`src/ihc_pkg.sv`:
```
/*
 * Shared constants and types of the infrared demo host controller.
 * Assumes a single 50 MHz clock and a UART link at 115,200 baud.
 */
package ihc_pkg;

    // Clock and serial link rates.
    localparam int CLK_HZ          = 50_000_000;
    localparam int BAUD_RATE       = 115_200;
    localparam int BIT_CYCLES      = CLK_HZ / BAUD_RATE;
    localparam int HALF_BIT_CYCLES = BIT_CYCLES / 2;

    // Vending command codes.
    localparam logic [7:0] CMD_REPORT = 8'h35;
    localparam logic [7:0] CMD_CLEAR  = 8'h36;

    // Transfer and report sizes.
    localparam int TABLE_LEN      = 250;
    localparam int BURST_LEN      = 64;
    localparam int REPEAT_DEFAULT = 1;
    localparam int REPORT_LEN     = 25;

    // Transmit buffer shape.
    localparam int FIFO_WIDTH = 8;
    localparam int FIFO_DEPTH = 16;

    // Reset values.
    localparam logic [7:0] COUNT_RESET = 8'h00;

    typedef enum logic [2:0] {
        ST_SELECT = 3'b000,
        ST_VEND   = 3'b001,
        ST_REPORT = 3'b010,
        ST_METHOD = 3'b011,
        ST_XWAIT  = 3'b100,
        ST_XSEND  = 3'b101,
        ST_XDRAIN = 3'b110
    } ihc_state_t;

endpackage

```
`src/ihc_top.sv`:
```
/*
 * Host controller of the infrared demo: program selection, vending
 * counters with a two-command interpreter, and the table streamer,
 * all talking to the protocol handler over a flow-controlled UART.
 * Assumes button and serial inputs are synchronous to clk.
 */
`timescale 1ns/10ps
module ihc_top #(
    parameter int TABLE_REPEAT = ihc_pkg::REPEAT_DEFAULT
) (
    input  wire logic       clk,
    input  wire logic       rst,
    input  wire logic       first_user_button,
    input  wire logic       second_user_button,
    input  wire logic       ser_rx,
    output logic            ser_tx,
    input  wire logic       cts_n,
    output logic      [7:0] soda_count,
    output logic      [7:0] candy_count,
    output logic            prog_vend,
    output logic            prog_xfer,
    output logic            method_burst,
    output logic            xfer_waiting,
    output logic            display_update
);
    import ihc_pkg::*;

    initial begin
        if (TABLE_REPEAT < 1 || TABLE_REPEAT > 255)
            $error("Table repeat count must be 1 to 255.");
        if (BIT_CYCLES >= 512)
            $error("Bit period does not fit the baud counters.");
    end

    localparam logic [8:0] BIT_LAST   = 9'(BIT_CYCLES - 1);
    localparam logic [8:0] HALF_LOAD  = 9'(HALF_BIT_CYCLES);
    localparam logic [7:0] TABLE_LAST = 8'(TABLE_LEN - 1);
    localparam logic [7:0] REP_LAST   = 8'(TABLE_REPEAT - 1);
    localparam logic [4:0] RPT_LAST   = 5'(REPORT_LEN - 1);
    localparam logic [6:0] BURST_LOAD = 7'(BURST_LEN);

    ////////////////////////////////////////////////////////////////////
    // Receiver.

    logic       rx_busy_q, rx_busy_d;
    logic [8:0] rx_cnt_q, rx_cnt_d;
    logic [3:0] rx_bit_q, rx_bit_d;
    logic [7:0] rx_sh_q, rx_sh_d;
    logic       rx_valid_q, rx_valid_d;
    logic [7:0] rx_data_q, rx_data_d;

    // A start bit shorter than half a bit is taken as noise.
    always_comb begin
        rx_busy_d  = rx_busy_q;
        rx_cnt_d   = rx_cnt_q;
        rx_bit_d   = rx_bit_q;
        rx_sh_d    = rx_sh_q;
        rx_valid_d = 1'b0;
        rx_data_d  = rx_data_q;
        if (!rx_busy_q) begin
            if (!ser_rx) begin
                rx_busy_d = 1'b1;
                rx_cnt_d  = HALF_LOAD;
                rx_bit_d  = 4'h0;
            end
        end else if (rx_cnt_q != 9'h000) begin
            rx_cnt_d = rx_cnt_q - 9'h001;
        end else begin
            rx_cnt_d = BIT_LAST;
            if (rx_bit_q == 4'h0) begin
                rx_busy_d = !ser_rx;
                rx_bit_d  = 4'h1;
            end else if (rx_bit_q <= 4'h8) begin
                rx_sh_d  = {ser_rx, rx_sh_q[7:1]};
                rx_bit_d = rx_bit_q + 4'h1;
            end else begin
                rx_busy_d  = 1'b0;
                rx_valid_d = ser_rx;
                rx_data_d  = rx_sh_q;
            end
        end
    end

    always_ff @(posedge clk or posedge rst) begin
        if (rst) begin
            rx_busy_q  <= 1'b0;
            rx_cnt_q   <= 9'h000;
            rx_bit_q   <= 4'h0;
            rx_sh_q    <= 8'h00;
            rx_valid_q <= 1'b0;
            rx_data_q  <= 8'h00;
        end else begin
            rx_busy_q  <= rx_busy_d;
            rx_cnt_q   <= rx_cnt_d;
            rx_bit_q   <= rx_bit_d;
            rx_sh_q    <= rx_sh_d;
            rx_valid_q <= rx_valid_d;
            rx_data_q  <= rx_data_d;
        end
    end

    ////////////////////////////////////////////////////////////////////
    // Transmit buffer, flow control and transmitter.

    ihc_state_t state_q, state_d;
    logic       fifo_in_valid, fifo_in_ready, fifo_out_valid, tx_start;
    logic [7:0] fifo_in_data, fifo_out_data;
    logic       tx_busy_q, tx_busy_d, tx_line_q, tx_line_d;
    logic [8:0] tx_cnt_q, tx_cnt_d;
    logic [3:0] tx_bit_q, tx_bit_d;
    logic [8:0] tx_sh_q, tx_sh_d;
    logic       cts_prev_q, burst_q, burst_d, burst_active, cts_fall, gate;
    logic [6:0] credit_q, credit_d;

    ihc_fifo #(
        .WIDTH (FIFO_WIDTH),
        .DEPTH (FIFO_DEPTH)
    ) u_fifo (
        .clk       (clk),
        .rst       (rst),
        .in_valid  (fifo_in_valid),
        .in_ready  (fifo_in_ready),
        .in_data   (fifo_in_data),
        .out_valid (fifo_out_valid),
        .out_ready (tx_start),
        .out_data  (fifo_out_data)
    );

    assign burst_active = burst_q && (state_q == ST_XWAIT ||
                          state_q == ST_XSEND || state_q == ST_XDRAIN);
    assign cts_fall     = cts_prev_q && !cts_n;
    assign gate         = burst_active ? (credit_q != 7'h00)
                                       : !cts_n;
    assign tx_start     = !tx_busy_q && fifo_out_valid && gate;
    assign ser_tx       = tx_line_q;

    always_comb begin
        credit_d  = credit_q;
        tx_busy_d = tx_busy_q;
        tx_line_d = tx_line_q;
        tx_cnt_d  = tx_cnt_q;
        tx_bit_d  = tx_bit_q;
        tx_sh_d   = tx_sh_q;
        if (!burst_active)
            credit_d = 7'h00;
        else if (cts_fall)
            credit_d = BURST_LOAD;
        else if (tx_start)
            credit_d = credit_q - 7'h01;
        if (tx_start) begin
            tx_busy_d = 1'b1;
            tx_line_d = 1'b0;
            tx_sh_d   = {1'b1, fifo_out_data};
            tx_bit_d  = 4'h0;
            tx_cnt_d  = BIT_LAST;
        end else if (tx_busy_q) begin
            if (tx_cnt_q != 9'h000) begin
                tx_cnt_d = tx_cnt_q - 9'h001;
            end else if (tx_bit_q == 4'h9) begin
                tx_busy_d = 1'b0;
            end else begin
                tx_line_d = tx_sh_q[0];
                tx_sh_d   = {1'b1, tx_sh_q[8:1]};
                tx_bit_d  = tx_bit_q + 4'h1;
                tx_cnt_d  = BIT_LAST;
            end
        end
    end

    always_ff @(posedge clk or posedge rst) begin
        if (rst) begin
            cts_prev_q <= 1'b0;
            credit_q   <= 7'h00;
            tx_busy_q  <= 1'b0;
            tx_line_q  <= 1'b1;
            tx_cnt_q   <= 9'h000;
            tx_bit_q   <= 4'h0;
            tx_sh_q    <= 9'h1ff;
        end else begin
            cts_prev_q <= cts_n;
            credit_q   <= credit_d;
            tx_busy_q  <= tx_busy_d;
            tx_line_q  <= tx_line_d;
            tx_cnt_q   <= tx_cnt_d;
            tx_bit_q   <= tx_bit_d;
            tx_sh_q    <= tx_sh_d;
        end
    end

    ////////////////////////////////////////////////////////////////////
    // Report text and table source.

    logic [7:0] idx_q, idx_d, rep_q, rep_d, rom_q;
    logic [7:0] soda_q, soda_d, candy_q, candy_d;
    logic [7:0] snap_s_q, snap_s_d, snap_c_q, snap_c_d;

    function automatic logic [7:0] digit(input logic [7:0] v,
                                         input logic [1:0] pos);
        logic [7:0] r;
        r = 8'h00;
        case (pos)
            2'h0:    r = v / 8'h64;
            2'h1:    r = (v / 8'h0a) % 8'h0a;
            default: r = v % 8'h0a;
        endcase
        return 8'h30 + r;
    endfunction

    function automatic logic [7:0] report_char(input logic [4:0] i,
                                               input logic [7:0] s,
                                               input logic [7:0] c);
        logic [7:0] ch;
        ch = 8'h20;
        case (i)
            5'd0:    ch = 8'h53;
            5'd1:    ch = 8'h6f;
            5'd2:    ch = 8'h64;
            5'd3:    ch = 8'h61;
            5'd5:    ch = 8'h3d;
            5'd7:    ch = digit(s, 2'h0);
            5'd8:    ch = digit(s, 2'h1);
            5'd9:    ch = digit(s, 2'h2);
            5'd10:   ch = 8'h0d;
            5'd11:   ch = 8'h0a;
            5'd12:   ch = 8'h43;
            5'd13:   ch = 8'h61;
            5'd14:   ch = 8'h6e;
            5'd15:   ch = 8'h64;
            5'd16:   ch = 8'h79;
            5'd18:   ch = 8'h3d;
            5'd20:   ch = digit(c, 2'h0);
            5'd21:   ch = digit(c, 2'h1);
            5'd22:   ch = digit(c, 2'h2);
            5'd23:   ch = 8'h0d;
            5'd24:   ch = 8'h0a;
            default: ch = 8'h20;
        endcase
        return ch;
    endfunction

    // The table address is the next index so the registered read
    // already holds the current byte when it is pushed.
    ihc_table_rom #(
        .LEN (TABLE_LEN)
    ) u_rom (
        .clk    (clk),
        .rst    (rst),
        .addr   (idx_d),
        .data_q (rom_q)
    );

    assign fifo_in_valid = (state_q == ST_REPORT) || (state_q == ST_XSEND);
    assign fifo_in_data  = (state_q == ST_XSEND) ? rom_q
                         : report_char(idx_q[4:0], snap_s_q, snap_c_q);

    ////////////////////////////////////////////////////////////////////
    // Program control.

    logic [1:0] btn_now, btn_prev_q, seen_q, seen_d;
    logic       press1, press2, upd_d;
    logic       pv_d, px_d, wait_d, pv_q, px_q, wait_q, upd_q;

    assign btn_now = {second_user_button, first_user_button};
    assign press1  = first_user_button && !btn_prev_q[0];
    assign press2  = second_user_button && !btn_prev_q[1];

    always_comb begin
        state_d  = state_q;
        seen_d   = seen_q;
        soda_d   = soda_q;
        candy_d  = candy_q;
        snap_s_d = snap_s_q;
        snap_c_d = snap_c_q;
        idx_d    = idx_q;
        rep_d    = rep_q;
        burst_d  = burst_q;
        upd_d    = 1'b0;
        if (state_q == ST_VEND || state_q == ST_REPORT) begin
            if (press1)
                soda_d = soda_q + 8'h01;
            if (press2)
                candy_d = candy_q + 8'h01;
            upd_d = press1 || press2;
        end
        case (state_q)
            ST_SELECT: begin
                seen_d = seen_q | btn_now;
                if (seen_q != 2'b00 && btn_now == 2'b00) begin
                    seen_d = 2'b00;
                    upd_d  = 1'b1;
                    if (seen_q == 2'b01)
                        state_d = ST_VEND;
                    else if (seen_q == 2'b11)
                        state_d = ST_METHOD;
                end
            end
            ST_VEND: begin
                if (rx_valid_q && rx_data_q == CMD_REPORT) begin
                    snap_s_d = soda_d;
                    snap_c_d = candy_d;
                    idx_d    = 8'h00;
                    state_d  = ST_REPORT;
                end else if (rx_valid_q && rx_data_q == CMD_CLEAR) begin
                    soda_d  = COUNT_RESET;
                    candy_d = COUNT_RESET;
                    upd_d   = 1'b1;
                end
            end
            ST_REPORT: begin
                if (fifo_in_ready) begin
                    idx_d = idx_q + 8'h01;
                    if (idx_q[4:0] == RPT_LAST) begin
                        idx_d   = 8'h00;
                        state_d = ST_VEND;
                    end
                end
            end
            ST_METHOD: begin
                if (press1 || press2) begin
                    burst_d = !press1;
                    state_d = ST_XWAIT;
                    upd_d   = 1'b1;
                end
            end
            ST_XWAIT: begin
                if (rx_valid_q) begin
                    idx_d   = 8'h00;
                    rep_d   = 8'h00;
                    state_d = ST_XSEND;
                    upd_d   = 1'b1;
                end
            end
            ST_XSEND: begin
                if (fifo_in_ready) begin
                    idx_d = idx_q + 8'h01;
                    if (idx_q == TABLE_LAST) begin
                        idx_d = 8'h00;
                        rep_d = rep_q + 8'h01;
                        if (rep_q == REP_LAST)
                            state_d = ST_XDRAIN;
                    end
                end
            end
            ST_XDRAIN: begin
                if (!fifo_out_valid && !tx_busy_q) begin
                    state_d = ST_METHOD;
                    upd_d   = 1'b1;
                end
            end
            default: state_d = ST_SELECT;
        endcase
        pv_d   = (state_d == ST_VEND || state_d == ST_REPORT);
        px_d   = !pv_d && state_d != ST_SELECT;
        wait_d = (state_d == ST_XWAIT);
    end

    always_ff @(posedge clk or posedge rst) begin
        if (rst) begin
            state_q    <= ST_SELECT;
            btn_prev_q <= 2'b00;
            seen_q     <= 2'b00;
            soda_q     <= COUNT_RESET;
            candy_q    <= COUNT_RESET;
            snap_s_q   <= COUNT_RESET;
            snap_c_q   <= COUNT_RESET;
            idx_q      <= 8'h00;
            rep_q      <= 8'h00;
            burst_q    <= 1'b0;
            upd_q      <= 1'b0;
            pv_q       <= 1'b0;
            px_q       <= 1'b0;
            wait_q     <= 1'b0;
        end else begin
            state_q    <= state_d;
            btn_prev_q <= btn_now;
            seen_q     <= seen_d;
            soda_q     <= soda_d;
            candy_q    <= candy_d;
            snap_s_q   <= snap_s_d;
            snap_c_q   <= snap_c_d;
            idx_q      <= idx_d;
            rep_q      <= rep_d;
            burst_q    <= burst_d;
            upd_q      <= upd_d;
            pv_q       <= pv_d;
            px_q       <= px_d;
            wait_q     <= wait_d;
        end
    end

    assign soda_count     = soda_q;
    assign candy_count    = candy_q;
    assign prog_vend      = pv_q;
    assign prog_xfer      = px_q;
    assign method_burst   = burst_q;
    assign xfer_waiting   = wait_q;
    assign display_update = upd_q;

    ////////////////////////////////////////////////////////////////////
    // Checks.

    sel_vend_a: assert property (
        @(posedge clk) disable iff (rst)
        (state_q == ST_VEND && $past(state_q) == ST_SELECT)
        |-> $past(seen_q) == 2'b01)
        else $error("Vending entered without the first button alone.");

    soda_inc_a: assert property (
        @(posedge clk) disable iff (rst)
        (state_q == ST_VEND && press1 &&
         !(rx_valid_q && rx_data_q == CMD_CLEAR))
        |=> soda_q == $past(soda_q) + 8'h01)
        else $error("Soda counter did not advance on a press.");

    cmd_clear_a: assert property (
        @(posedge clk) disable iff (rst)
        (state_q == ST_VEND && rx_valid_q && rx_data_q == CMD_CLEAR)
        |=> soda_q == 8'h00 && candy_q == 8'h00)
        else $error("Clear command left a counter nonzero.");

    cmd_report_a: assert property (
        @(posedge clk) disable iff (rst)
        (state_q == ST_VEND && rx_valid_q && rx_data_q == CMD_REPORT)
        |=> state_q == ST_REPORT && fifo_in_data == 8'h53)
        else $error("Report command did not start the soda line.");

    cmd_ignore_a: assert property (
        @(posedge clk) disable iff (rst)
        (state_q == ST_VEND && rx_valid_q && !press1 && !press2 &&
         rx_data_q != CMD_REPORT && rx_data_q != CMD_CLEAR)
        |=> state_q == ST_VEND && $stable(soda_q) && $stable(candy_q))
        else $error("Unknown byte changed the vending state.");

    level_gate_a: assert property (
        @(posedge clk) disable iff (rst)
        (!burst_active && cts_n && !tx_busy_q) |=> ser_tx)
        else $error("Byte started while CTS was high.");

    burst_load_a: assert property (
        @(posedge clk) disable iff (rst)
        (burst_active && cts_fall) |=> credit_q == 7'h40)
        else $error("Burst credit not loaded on CTS fall.");

    burst_gate_a: assert property (
        @(posedge clk) disable iff (rst)
        (burst_active && credit_q == 7'h00 && !tx_busy_q) |=> ser_tx)
        else $error("Burst byte sent without credit.");

    xfer_hold_a: assert property (
        @(posedge clk) disable iff (rst)
        (state_q == ST_XWAIT && !rx_valid_q) |=> state_q == ST_XWAIT)
        else $error("Transfer left waiting without a received byte.");

    xfer_back_a: assert property (
        @(posedge clk) disable iff (rst)
        (state_q == ST_XDRAIN && !fifo_out_valid && !tx_busy_q)
        |=> state_q == ST_METHOD)
        else $error("Transfer did not return to method choice.");

endmodule // ihc_top

```
`src/ihc_fifo.sv`:
```
/*
 * Synchronous FIFO with valid and ready on both sides.
 * Assumes one clock; depth must be a power of two.
 */
`timescale 1ns/10ps
module ihc_fifo #(
    parameter int WIDTH = ihc_pkg::FIFO_WIDTH,
    parameter int DEPTH = ihc_pkg::FIFO_DEPTH
) (
    input  wire logic             clk,
    input  wire logic             rst,
    input  wire logic             in_valid,
    output logic                  in_ready,
    input  wire logic [WIDTH-1:0] in_data,
    output logic                  out_valid,
    input  wire logic             out_ready,
    output logic      [WIDTH-1:0] out_data
);
    import ihc_pkg::*;

    localparam int AW = $clog2(DEPTH);

    initial begin
        if (DEPTH < 2 || (DEPTH & (DEPTH - 1)) != 0 || WIDTH < 1)
            $error("FIFO depth must be a power of two of at least 2.");
    end

    logic [WIDTH-1:0] mem [DEPTH];
    logic [AW-1:0]    wr_q, wr_d, rd_q, rd_d;
    logic [AW:0]      cnt_q, cnt_d;
    logic             push, pop;

    assign in_ready  = (cnt_q != (AW+1)'(DEPTH));
    assign out_valid = (cnt_q != '0);
    assign out_data  = mem[rd_q];
    assign push      = in_valid && in_ready;
    assign pop       = out_valid && out_ready;

    always_comb begin
        wr_d  = push ? wr_q + 1'b1 : wr_q;
        rd_d  = pop ? rd_q + 1'b1 : rd_q;
        cnt_d = cnt_q;
        if (push && !pop)
            cnt_d = cnt_q + 1'b1;
        else if (pop && !push)
            cnt_d = cnt_q - 1'b1;
    end

    always_ff @(posedge clk or posedge rst) begin
        if (rst) begin
            wr_q  <= '0;
            rd_q  <= '0;
            cnt_q <= '0;
        end else begin
            wr_q  <= wr_d;
            rd_q  <= rd_d;
            cnt_q <= cnt_d;
        end
    end

    always_ff @(posedge clk) begin
        if (push)
            mem[wr_q] <= in_data;
    end

endmodule // ihc_fifo

```
`src/ihc_table_rom.sv`:
```
/*
 * Constant transmit table with a registered read port.
 * Assumes the caller presents the next address so that data_q always
 * holds the byte of the current address.
 */
`timescale 1ns/10ps
module ihc_table_rom #(
    parameter int LEN = ihc_pkg::TABLE_LEN
) (
    input  wire logic       clk,
    input  wire logic       rst,
    input  wire logic [7:0] addr,
    output logic      [7:0] data_q
);
    import ihc_pkg::*;

    initial begin
        if (LEN < 1 || LEN > 256)
            $error("Table length must be 1 to 256.");
    end

    logic [7:0] data_d;

    // Printable stand-in pattern; replace the expression to load real data.
    always_comb begin
        data_d = 8'h21 + (addr % 8'h5e);
    end

    always_ff @(posedge clk or posedge rst) begin
        if (rst)
            data_q <= 8'h00;
        else
            data_q <= data_d;
    end

endmodule // ihc_table_rom

```
`config.mk`:
```
export PLATFORM = sky130hd
export DESIGN_NAME = ihc_top
export DESIGN_NICKNAME = d
export VERILOG_FILES = /design/src/ihc_pkg.sv /design/src/ihc_top.sv /design/src/ihc_fifo.sv /design/src/ihc_table_rom.sv
export SDC_FILE = /design/constraint.sdc
export NUM_CORES = 1
export LEC_CHECK = 0
export BUFFER_PORTS_ARGS = -buffer_cell sky130_fd_sc_hd__buf_2
export CAP_MARGIN = 30
export CORE_MARGIN = 1
export CORE_UTILIZATION = 42
export DETAILED_ROUTE_END_ITERATION = 12
export SYNTH_ARGS = -nofsm -noshare
export SYNTH_HDL_FRONTEND = slang
export SYNTH_HIERARCHICAL = 1
export SYNTH_SLANG_ARGS = --single-unit
```
`constraint.sdc`:
```
create_clock -name clk -period 5.8 [get_ports clk]
set_input_delay 1.16 -clock clk [delete_from_list [all_inputs] [get_ports clk]]
set_output_delay 1.16 -clock clk [all_outputs]
set_load 0.02 [all_outputs]
```
==> reports/qor.txt, run 1 <==
synthesized area -> 0.01521 mm2
DR iter-0 viols -> 748
minimum clock period -> 5195 ps
MaxCap Viol Count -> 0
post-CTS setup buffer count -> 0
Critical Path RT -> 6050 ps
hpwl dp -> 23260 um
Post-route DRC -> 0
Tcrit/Tclk final -> 0.8956
Num Clock Sinks -> 271
Clock Skews -> 16.58 ps
Combinational Power Share -> 0.247
CTS buffer count -> 29
Final Power -> 0.005959 W
worst vdd ir -> 340.2 uV
Slew Limit Fails -> 0
Fmax -> 192.5 MHz
Final Hold Viols -> 0
RePlAce Congestion -> 0.8613
Layout area overhead -> 9.904%
synth top area cells -> edfxtp_1, dfrtp_1, ha_1, mux2i_1, nand2_1
Ys Warns -> 6
clock buffer depth -> 3
Crit Path Max Fanout -> 16
Reg power frac -> 0.454
critical path type -> register to register
post-layout net count -> 1505
CTS Root Cell -> clkbuf_16
status -> completed
Mapped Cells -> 1436
hold crit path type -> register to register
Final Instance Area -> 0.01672 mm2
NetSw -> 0.001912 W
clock network power share -> 0.299
first-pass iteration count of the detailed router -> 5
max reg flops -> 128
Synth Register Bits -> 271
largest registers -> u_fifo/mem (128), rx_cnt_q (9), tx_cnt_q (9)
CP Capture Type -> register
cell row count -> 69
worst slew pin tran -> 997.4 ps
largest net degree at the start of global routing -> 58
CORE AREA -> 0.03557 mm2
CTS tree -> built
total gr overflow -> 0
Reg with most FFs -> u_fifo/mem
TNS Setup -> 0 ps
final hold slack -> 501.4 ps
Ant. Diodes -> 0
DP Area -> 0.01577 mm2
Wirelength per Cell -> 17.14 um
syn_nets -> 1484
Synth area leader -> edfxtp_1
post-detailed-route count of antenna-violating nets -> 0
final count of negative-setup-slack endpoints -> 0
R2R cell count -> 16
share of the synthesized area in the top cell type -> 0.2527
Initial Utilization -> 0.4276
Pint -> 0.004047 W
post-synth cell types -> 102
Hold Crit Depth -> 1
critical path launch point type -> register
Async SR Flop Fraction -> 0.5277
relative slew slack -> 0.3326
post-CTS sizing -> 0
Fillers -> 3264
total track usage -> 0.1819
number of synthesized flops with an enable pin -> 128
Die Width -> 192.3 um
Pleak -> 6.434 nW
Vias/cell -> 5.651
worst skew pair latency -> 570 ps
PwrDens -> 356.5 mW/mm2
Mapped Avg Cell Area -> 10.59 um2
DRT Wirelength -> 33240 um
CP arrival -> 5440 ps
RSZ-0062 raised after global routing -> no
I/O Buffers -> 27
vias in the first global route -> 10620
Die ar. -> 0.03698 mm2
switching share of power -> 0.3209
Main synth FF type -> dfrtp_1
top-count cell post-synth -> nand2_1
vias -> 10960
global-route wire length before repair -> 54600 um
top post-synthesis cells by count -> nand2_1, dfrtp_1, edfxtp_1, nor2_1, o21ai_0
H-tree depth -> 1
CTS Hold Bufs -> 0
post-synthesis sequential area ratio -> 0.4887
Core Util, Final -> 0.4700
CTS clk-pin slew, worst paths -> 60 ps
share of layout cells above drive strength 1 -> 0.1313
# IOs -> 28
Die Ht -> 192.3 um
initial antenna violation count -> 0
==> worst paths after layout <==
path / start / slack (ps) / to
min: rx_data_q[2] / 500 / rx_data_q[2]
min reg2reg: rx_data_q[2] / 500 / rx_data_q[2]
min in group asynchronous: rst / 610 / u_rom/data_q[3]
max: snap_s_q[6] / 610 / u_fifo/mem[0][7]
max reg2reg: snap_s_q[6] / 610 / u_fifo/mem[0][7]
max in group asynchronous: rst / 3970 / snap_s_q[2]
==> power groups by stage <==
stage | logic, W | registers [W] | clock network (W)
3_3_place_gp | 0.00136 | 0.00274 | 0
5_1_grt | 0.00164 | 0.00274 | 0.00189
6_report | 0.00147 | 0.00271 | 0.00178
2_1_floorplan | 0.000968 | 0.00272 | 0
4_1_cts | 0.00143 | 0.00271 | 0.00183
3_5_place_dp | 0.00142 | 0.00275 | 0
==> stage by stage <==
step | worst slack (ps) | cells
global placement | 602.4 | 1878
floorplan | 935.7 | 1436
detailed placement | 372.0 | 1882
global route | 236.9 | 1939
CTS | 324.0 | 1934
finish | 605.4 | 1939
==> layer usage <==
metal  track usage  up-vias  part of all wire
li1              -     5373                 -
met1        0.2496     5349              0.47
met2        0.3002      188              0.47
met3       0.02600       47             0.036
met4       0.04876        0             0.023
met5             0        -                 0
==> cells by family after synthesis <==
family,share of synthesized area
AND/OR/NAND/NOR,0.1644
AO/OA/AOI/OAI,0.1613
flip-flops,0.4887
buffers and inverters,0.03858
multiplexers,0.07280
XOR/XNOR,0.03915
adder cells (fa/ha/maj),0.03504
==> cell type report <==
cell class | instances | area (um2) | share of cell area
Timing Repair Buffer | 61 | 390.4 | 0.02335
Inverter | 53 | 201.4 | 0.01205
Clock inverter | 16 | 146.4 | 0.008757
Clock buffer | 36 | 762.0 | 0.04558
Multi-Input combinational cell | 1041 | 7206 | 0.4310
Sequential cell | 271 | 7435 | 0.4447
Tap cell | 461 | 576.8 | 0.03450
==> worst max-delay path, stage by stage, from the launching register on <==
cell       delay, ps
dfrtp_1          470
ha_1             410
and3b_1          200
o21ai_1          320
o2111ai_1        260
o211ai_1         240
ha_1             240
nand2_1          110
a2111oi_4        460
a21o_1           200
a31oi_1          140
ha_1             220
a311o_1          310
nor4b_2          400
nor4b_4          110
or3_1            380
a32o_1           420
==> cells in the final DEF, fill, tap and decap left out, types with 9 or more instances in the layout <==
master and n:
nand2_1 135, dfrtp_1 133, nor2_1 128, edfxtp_1 128, o21ai_0 92, a21oi_1 51, mux2i_1 51, inv_1 49
xnor2_1 41, ha_1 41, nor3_1 35, buf_4 34, nand3_1 31, clkbuf_16 29, nand2b_1 27, xor2_1 27
buf_2 27, nor2b_1 24, mux2_2 21, a221oi_1 18, a31oi_1 17, mux4_2 16, a22oi_1 14, o22ai_1 14
o31ai_1 13, o21ai_1 13, a21o_1 13, and2_1 11, nand4_1 11, or3_1 10, and3_1 10, a211oi_1 10
nor3b_1 9, o211ai_1 9, dfstp_2 9
Note: power is estimated with default switching activity, not from simulation.
==> inputs of run 2 (changes only) <==
--- a/config.mk
+++ b/config.mk
@@ -6,7 +6,6 @@
 export NUM_CORES = 1
 export LEC_CHECK = 0
 export BUFFER_PORTS_ARGS = -buffer_cell sky130_fd_sc_hd__buf_2
-export CAP_MARGIN = 30
 export CORE_MARGIN = 1
 export CORE_UTILIZATION = 42
 export DETAILED_ROUTE_END_ITERATION = 12
==> constraint.sdc (replaced) <==
create_clock -name clk -period 5.8 [get_ports clk]
set_input_delay 0.29 -clock clk [delete_from_list [all_inputs] [get_ports clk]]
set_output_delay 0.29 -clock clk [all_outputs]
set_load 0.02 [all_outputs]
==> run 2 against run 1 <==
Setup slack improved by 0.63 ps. Highest routed layer unchanged. Non-clock buffer count is 6 lower. Register-to-register slack hardly changed. Total power shrank 0.75%. Critical path depth decreased by 1. First-iteration DRC count grew 2.9%.
==> reports/qor.txt, run 2 (synthesis gave the netlist of run 1 again) <==
status -> completed
PwrDens -> 354.2 mW/mm2 (-0.64%)
R2R cell count -> 15 (-1)
cell row count -> 69 (unchanged)
Crit Path Max Fanout -> 16 (unchanged)
register area -> 0.007435 mm2 (unchanged)
vias in the first global route -> 10680 (+0.56%)
Die ar. -> 0.03698 mm2 (unchanged)
Initial Utilization -> 0.4276 (unchanged)
DP Area -> 0.01573 mm2 (-0.24%)
Final Hold Viols -> 0 (unchanged)
vias -> 11050 (+0.83%)
most common cell after layout, fill and taps aside -> nand2_1
TNS Setup -> 0 ps (unchanged)
Fillers -> 3290 (+0.80%)
# IOs -> 28 (unchanged)
total gr overflow -> 0 (unchanged)
H-tree depth -> 1 (unchanged)
worst slew pin tran -> 1319 ps (+321.3 ps)
RSZ-0062 raised after global routing -> no
CORE AREA -> 0.03557 mm2 (unchanged)
clock buffer depth -> 3 (unchanged)
minimum clock period -> 5194 ps (-0.6280 ps)
Slew Limit Fails -> 0 (unchanged)
Pleak -> 6.393 nW (-0.63%)
final count of negative-setup-slack endpoints -> 0 (unchanged)
hold crit path type -> input pin to register
MaxCap Viol Count -> 0 (unchanged)
Die Ht -> 192.3 um (unchanged)
Fmax -> 192.5 MHz (about the same)
largest registers -> u_fifo/mem (128), rx_cnt_q (9), tx_cnt_q (9)
Post-route DRC -> 0 (unchanged)
worst skew pair latency -> 570 ps (about the same)
Layout area overhead -> 9.789%
Reg with most FFs -> u_fifo/mem
post-CTS setup buffer count -> 0 (unchanged)
Critical Path RT -> 6050 ps (about the same)
Vias/cell -> 5.715 (+1.1%)
largest net degree at the start of global routing -> 71 (+22%)
share of layout cells above drive strength 1 -> 0.1243 (-0.006938)
footprint of the multi-input gates -> 0.007216 mm2 (+0.14%)
post-layout net count -> 1499 (-0.40%)
Core Util, Final -> 0.4695 (-0.0004920)
Num Clock Sinks -> 271 (unchanged)
DR iter-0 viols -> 770 (+2.9%)
most frequent cells in the layout -> nand2_1, dfrtp_1, nor2_1, edfxtp_1, o21ai_0
Tcrit/Tclk final -> 0.8955 (about the same)
hpwl dp -> 22870 um (-1.7%)
critical path launch point type -> register
post-detailed-route count of antenna-violating nets -> 0 (unchanged)
Hold Crit Depth -> 2 (+1)
CTS Root Cell -> clkbuf_16
Wirelength per Cell -> 17.21 um (+0.40%)
initial antenna violation count -> 0 (unchanged)
CP Capture Type -> register
first-pass iteration count of the detailed router -> 5 (unchanged)
I/O Buffers -> 27 (unchanged)
CTS clk-pin slew, worst paths -> 60 ps (about the same)
global-route wire length before repair -> 54910 um (+0.57%)
RePlAce Congestion -> 0.8654 (+0.48%)
max reg flops -> 128 (unchanged)
CTS tree -> built
total track usage -> 0.1831 (+0.001258)
Clock Skews -> 11.69 ps (-4.889 ps)
Die Width -> 192.3 um (unchanged)
Ant. Diodes -> 0 (unchanged)
relative slew slack -> 0.1116 (-0.2210)
critical path type -> register to register
DRT Wirelength -> 33270 um (about the same)
worst vdd ir -> 312.5 uV (-8.1%)
CTS buffer count -> 29 (unchanged)
CP arrival -> 5440 ps (about the same)
Final Instance Area -> 0.01670 mm2 (-0.10%)
==> run 2: cell count changes in the layout (fill, tap and decap cells not counted), moves of 2 or more <==
| cell | change |
|---|---|
| clkbuf_1 | +2 |
| dlygate4sd3_1 | +4 |
| buf_4 | -10 |
| clkinv_2 | -5 |
==> run 2: cell type report <==
type	instances	area share
Multi-Input combinational cell	1041	0.4321
Tap cell	461	0.03454
Clock inverter	13	0.007942
Timing Repair Buffer	55	0.02128
Sequential cell	271	0.4452
Clock buffer	39	0.04690
Inverter	53	0.01206
==> run 2: critical path, cell delays in order, from the launching register on <==
cell and delay, ps:
dfrtp_1 470, ha_1 420, and3b_1 200, o21ai_1 320, o211ai_2 290, o311ai_1 200, o211ai_1 370, a2111oi_4 480
a21o_1 200, a31oi_1 130, ha_1 220, a311o_1 310, nor4b_2 380, nor4b_4 100, or3_1 380, a32o_1 420
==> run 2: stage by stage <==
stage	hold slack (ps)	setup WS [ps]	power, W	instances
floorplan	105.7	935.7	0.003693	1436
global placement	342.4	604.1	0.004099	1877
detailed placement	341.1	340.0	0.004150	1877
CTS	13.21	349.2	0.005963	1933
global route	36.19	230.5	0.006248	1933
finish	37.70	606.0	0.005915	1933
==> run 2: repair_timing <==
item | CTS | global route
endpoints found under the hold margin | 69 | 0
endpoints found under the setup margin | 0 | 32
gates resized for setup | 0 | 2
hold buffers | 4 | 0
==> run 2: path summary, 6_finish.rpt <==
kind	from	endpoint	slack, ps
max	snap_s_q[6]	u_fifo/mem[13][7]	610
min in group asynchronous	rst	u_rom/data_q[6]	290
min reg2reg	rx_sh_q[0]	rx_data_q[0]	500
min	ser_rx	rx_cnt_q[7]	40
max in group asynchronous	rst	soda_count[6]	4000
max reg2reg	snap_s_q[6]	u_fifo/mem[13][7]	610
==> run 2: power by group <==
group,switching (W),internal [W],leakage [nW]
combinational,0.000934,0.000476,3.06
sequential,0.000206,0.00251,2.89
clock,0.000754,0.00104,0.439
total,0.00189,0.00402,6.39
==> run 2: layer usage <==
layer | track usage | part of all wire | vias to the layer above | wire (um)
li1 | - | - | 5349 | -
met3 | 0.02600 | 0.041 | 60 | 1378
met4 | 0.05270 | 0.024 | 0 | 809
met2 | 0.3055 | 0.47 | 268 | 15700
met1 | 0.2473 | 0.46 | 5371 | 15390
met5 | 0 | 0 | - | 0
==> inputs of run 3 (changes only) <==
--- a/config.mk
+++ b/config.mk
@@ -6,7 +6,7 @@
 export NUM_CORES = 1
 export LEC_CHECK = 0
 export BUFFER_PORTS_ARGS = -buffer_cell sky130_fd_sc_hd__buf_2
-export CORE_MARGIN = 1
+export CORE_MARGIN = 2
 export CORE_UTILIZATION = 42
 export DETAILED_ROUTE_END_ITERATION = 12
 export SYNTH_ARGS = -nofsm -noshare
==> run 3 against run 2 <==
Final cell count fell by 0.16%. Global-route usage decreased by 0.69 points. Combinational power about the same. Critical path depth is the same. Setup slack worse by 120 ps. Sequential cell count unchanged.
==> reports/qor.txt, run 3 (synthesis gave the netlist of run 1 again) <==
CTS tree -> built
Critical Path RT -> 6030 ps (-20 ps)
most common cell after layout, fill and taps aside -> nand2_1
initial antenna violation count -> 0 (unchanged)
H-tree depth -> 1 (unchanged)
most frequent cells in the layout -> nand2_1, dfrtp_1, nor2_1, edfxtp_1, o21ai_0
DP Area -> 0.01573 mm2 (unchanged)
Ant. Diodes -> 0 (unchanged)
reg-to-reg slack, setup -> 480 ps (-120 ps)
critical path launch point type -> register
global-route wire length before repair -> 55410 um (+0.92%)
Die ar. -> 0.03775 mm2 (+2.1%)
worst skew pair latency -> 570 ps (about the same)
Crit Path Max Fanout -> 16 (unchanged)
hpwl dp -> 23100 um (+1.0%)
final count of negative-setup-slack endpoints -> 0 (unchanged)
cell row count -> 69 (unchanged)
CTS clk-pin slew, worst paths -> 60 ps (about the same)
Layout area overhead -> 9.747% (about the same)
Wirelength per Cell -> 17.23 um (+0.12%)
Reg with most FFs -> u_fifo/mem
vias -> 10960 (-0.77%)
DR iter-0 viols -> 855 (+11%)
Fillers -> 3343 (+1.6%)
final hold slack -> 39.37 ps (+1.675 ps)
Num Clock Sinks -> 271 (unchanged)
Tcrit/Tclk final -> 0.9168 (+0.02131)
MaxCap Viol Count -> 0 (unchanged)
Clock Skews -> 16.01 ps (+4.326 ps)
largest registers -> u_fifo/mem (128), rx_cnt_q (9), tx_cnt_q (9)
Core Util, Final -> 0.4682 (-0.001312)
CTS Root Cell -> clkbuf_16
Fmax -> 188.1 MHz (-2.3%)
fin cells -> 1930 (-0.16%)
relative slew slack -> 0.2624 (+0.1508)
register area -> 0.007435 mm2 (unchanged)
RePlAce Congestion -> 0.8774 (+1.4%)
minimum clock period -> 5318 ps (+123.6 ps)
vias in the first global route -> 10590 (-0.84%)
Die Ht -> 194.3 um (+1.0%)
Initial Utilization -> 0.4266 (-0.001035)
# IOs -> 28 (unchanged)
Pleak -> 6.401 nW (+0.12%)
I/O Buffers -> 27 (unchanged)
Final Hold Viols -> 0 (unchanged)
share of layout cells above drive strength 1 -> 0.1273 (+0.002977)
clock buffer depth -> 3 (unchanged)
DRT Wirelength -> 33260 um (about the same)
total gr overflow -> 0 (unchanged)
post-detailed-route count of antenna-violating nets -> 0 (unchanged)
PwrDens -> 353.1 mW/mm2 (-0.32%)
status -> completed
CORE AREA -> 0.03566 mm2 (+0.24%)
max reg flops -> 128 (unchanged)
RSZ-0062 raised after global routing -> no
Post-route DRC -> 0 (unchanged)
worst slew pin tran -> 1102 ps (-216.4 ps)
footprint of the multi-input gates -> 0.007216 mm2 (unchanged)
hold crit path type -> input pin to register
post-layout net count -> 1499 (unchanged)
Slew Limit Fails -> 0 (unchanged)
CTS buffer count -> 29 (unchanged)
Final Instance Area -> 0.01669 mm2 (about the same)
worst vdd ir -> 301.2 uV (-3.6%)
largest net degree at the start of global routing -> 72 (+1.4%)
Placed Cells -> 1877 (unchanged)
Vias/cell -> 5.680 (-0.62%)
critical path type -> register to register
first-pass iteration count of the detailed router -> 4 (-1)
CP Capture Type -> register
TNS Setup -> 0 ps (unchanged)
total track usage -> 0.1762 (-0.006896)
Die Width -> 194.3 um (+1.0%)
CP arrival -> 5550 ps (+110 ps)
run 3: cell types whose count changed in the layout (fill, tap and decap cells not counted), sizes merged:
| cell | delta |
|---|---|
| clkbuf | -5 |
| clkinv | +1 |
| inv | +1 |
run 3: final cells by class:
type,count,area share
tap,461,0.03455
multi-input combinational,1041,0.4322
sequential,271,0.4454
inverter,53,0.01207
clock buffer,34,0.04580
clock inverter,15,0.008694
timing repair buffer,55,0.02129
run 3: through the flow:
| step | setup slack [ps] | total power (W) |
|---|---|---|
| 2_1_floorplan | 935.7 | 0.003693 |
| 3_3_place_gp | 527.9 | 0.004101 |
| 3_5_place_dp | 330.8 | 0.004143 |
| 4_1_cts | 286.5 | 0.005954 |
| 5_1_grt | 108.8 | 0.006245 |
| 6_report | 482.4 | 0.005894 |
run 3: path summary, 6_finish.rpt:
path	cells after the start	start	endpoint
hold reg to reg	2	rx_sh_q[7]	rx_sh_q[7]
max in group asynchronous	4	rst	snap_s_q[5]
min in group asynchronous	3	rst	u_rom/data_q[1]
hold / removal	2	ser_rx	rx_cnt_q[7]
setup / recovery	15	snap_s_q[6]	u_fifo/mem[1][7]
setup reg to reg	15	snap_s_q[6]	u_fifo/mem[1][7]
run 3: power by group:
group | switching [W] | total, W | leakage (nW) | internal [W]
logic | 0.000928 | 0.00140 | 3.07 | 0.000473
clock network | 0.000751 | 0.00178 | 0.446 | 0.00103
registers | 0.000203 | 0.00271 | 2.89 | 0.00251
total | 0.00188 | 0.00589 | 6.40 | 0.00401
run 3: worst max-delay path: stages, from the launching register on:
cell	delay, ps
dfrtp_1	480
ha_1	440
and3b_1	200
o21ai_1	330
o211ai_2	280
o311ai_1	190
o211ai_1	370
a2111oi_4	500
a21o_1	200
a31oi_1	130
ha_1	230
a311o_1	320
nor4b_2	380
nor4b_4	100
or3_1	390
a32o_1	440
run 3: repair_timing:
action,in CTS,in global routing
endpoints found under the hold margin,68,0
gates resized for setup,0,2
hold buffers,4,0
setup endpoints to repair,0,32
buffers inserted,0,0
run 3: layer usage:
layer  global-route usage  wire [um]  vias up  share of wire
met1               0.2458      15740     5377           0.47
met5                    0          0        -              0
met4              0.04017        643        0          0.019
li1                     -          -     5353              -
met3              0.02655       1285       36          0.039
met2               0.2912      15600      197           0.47
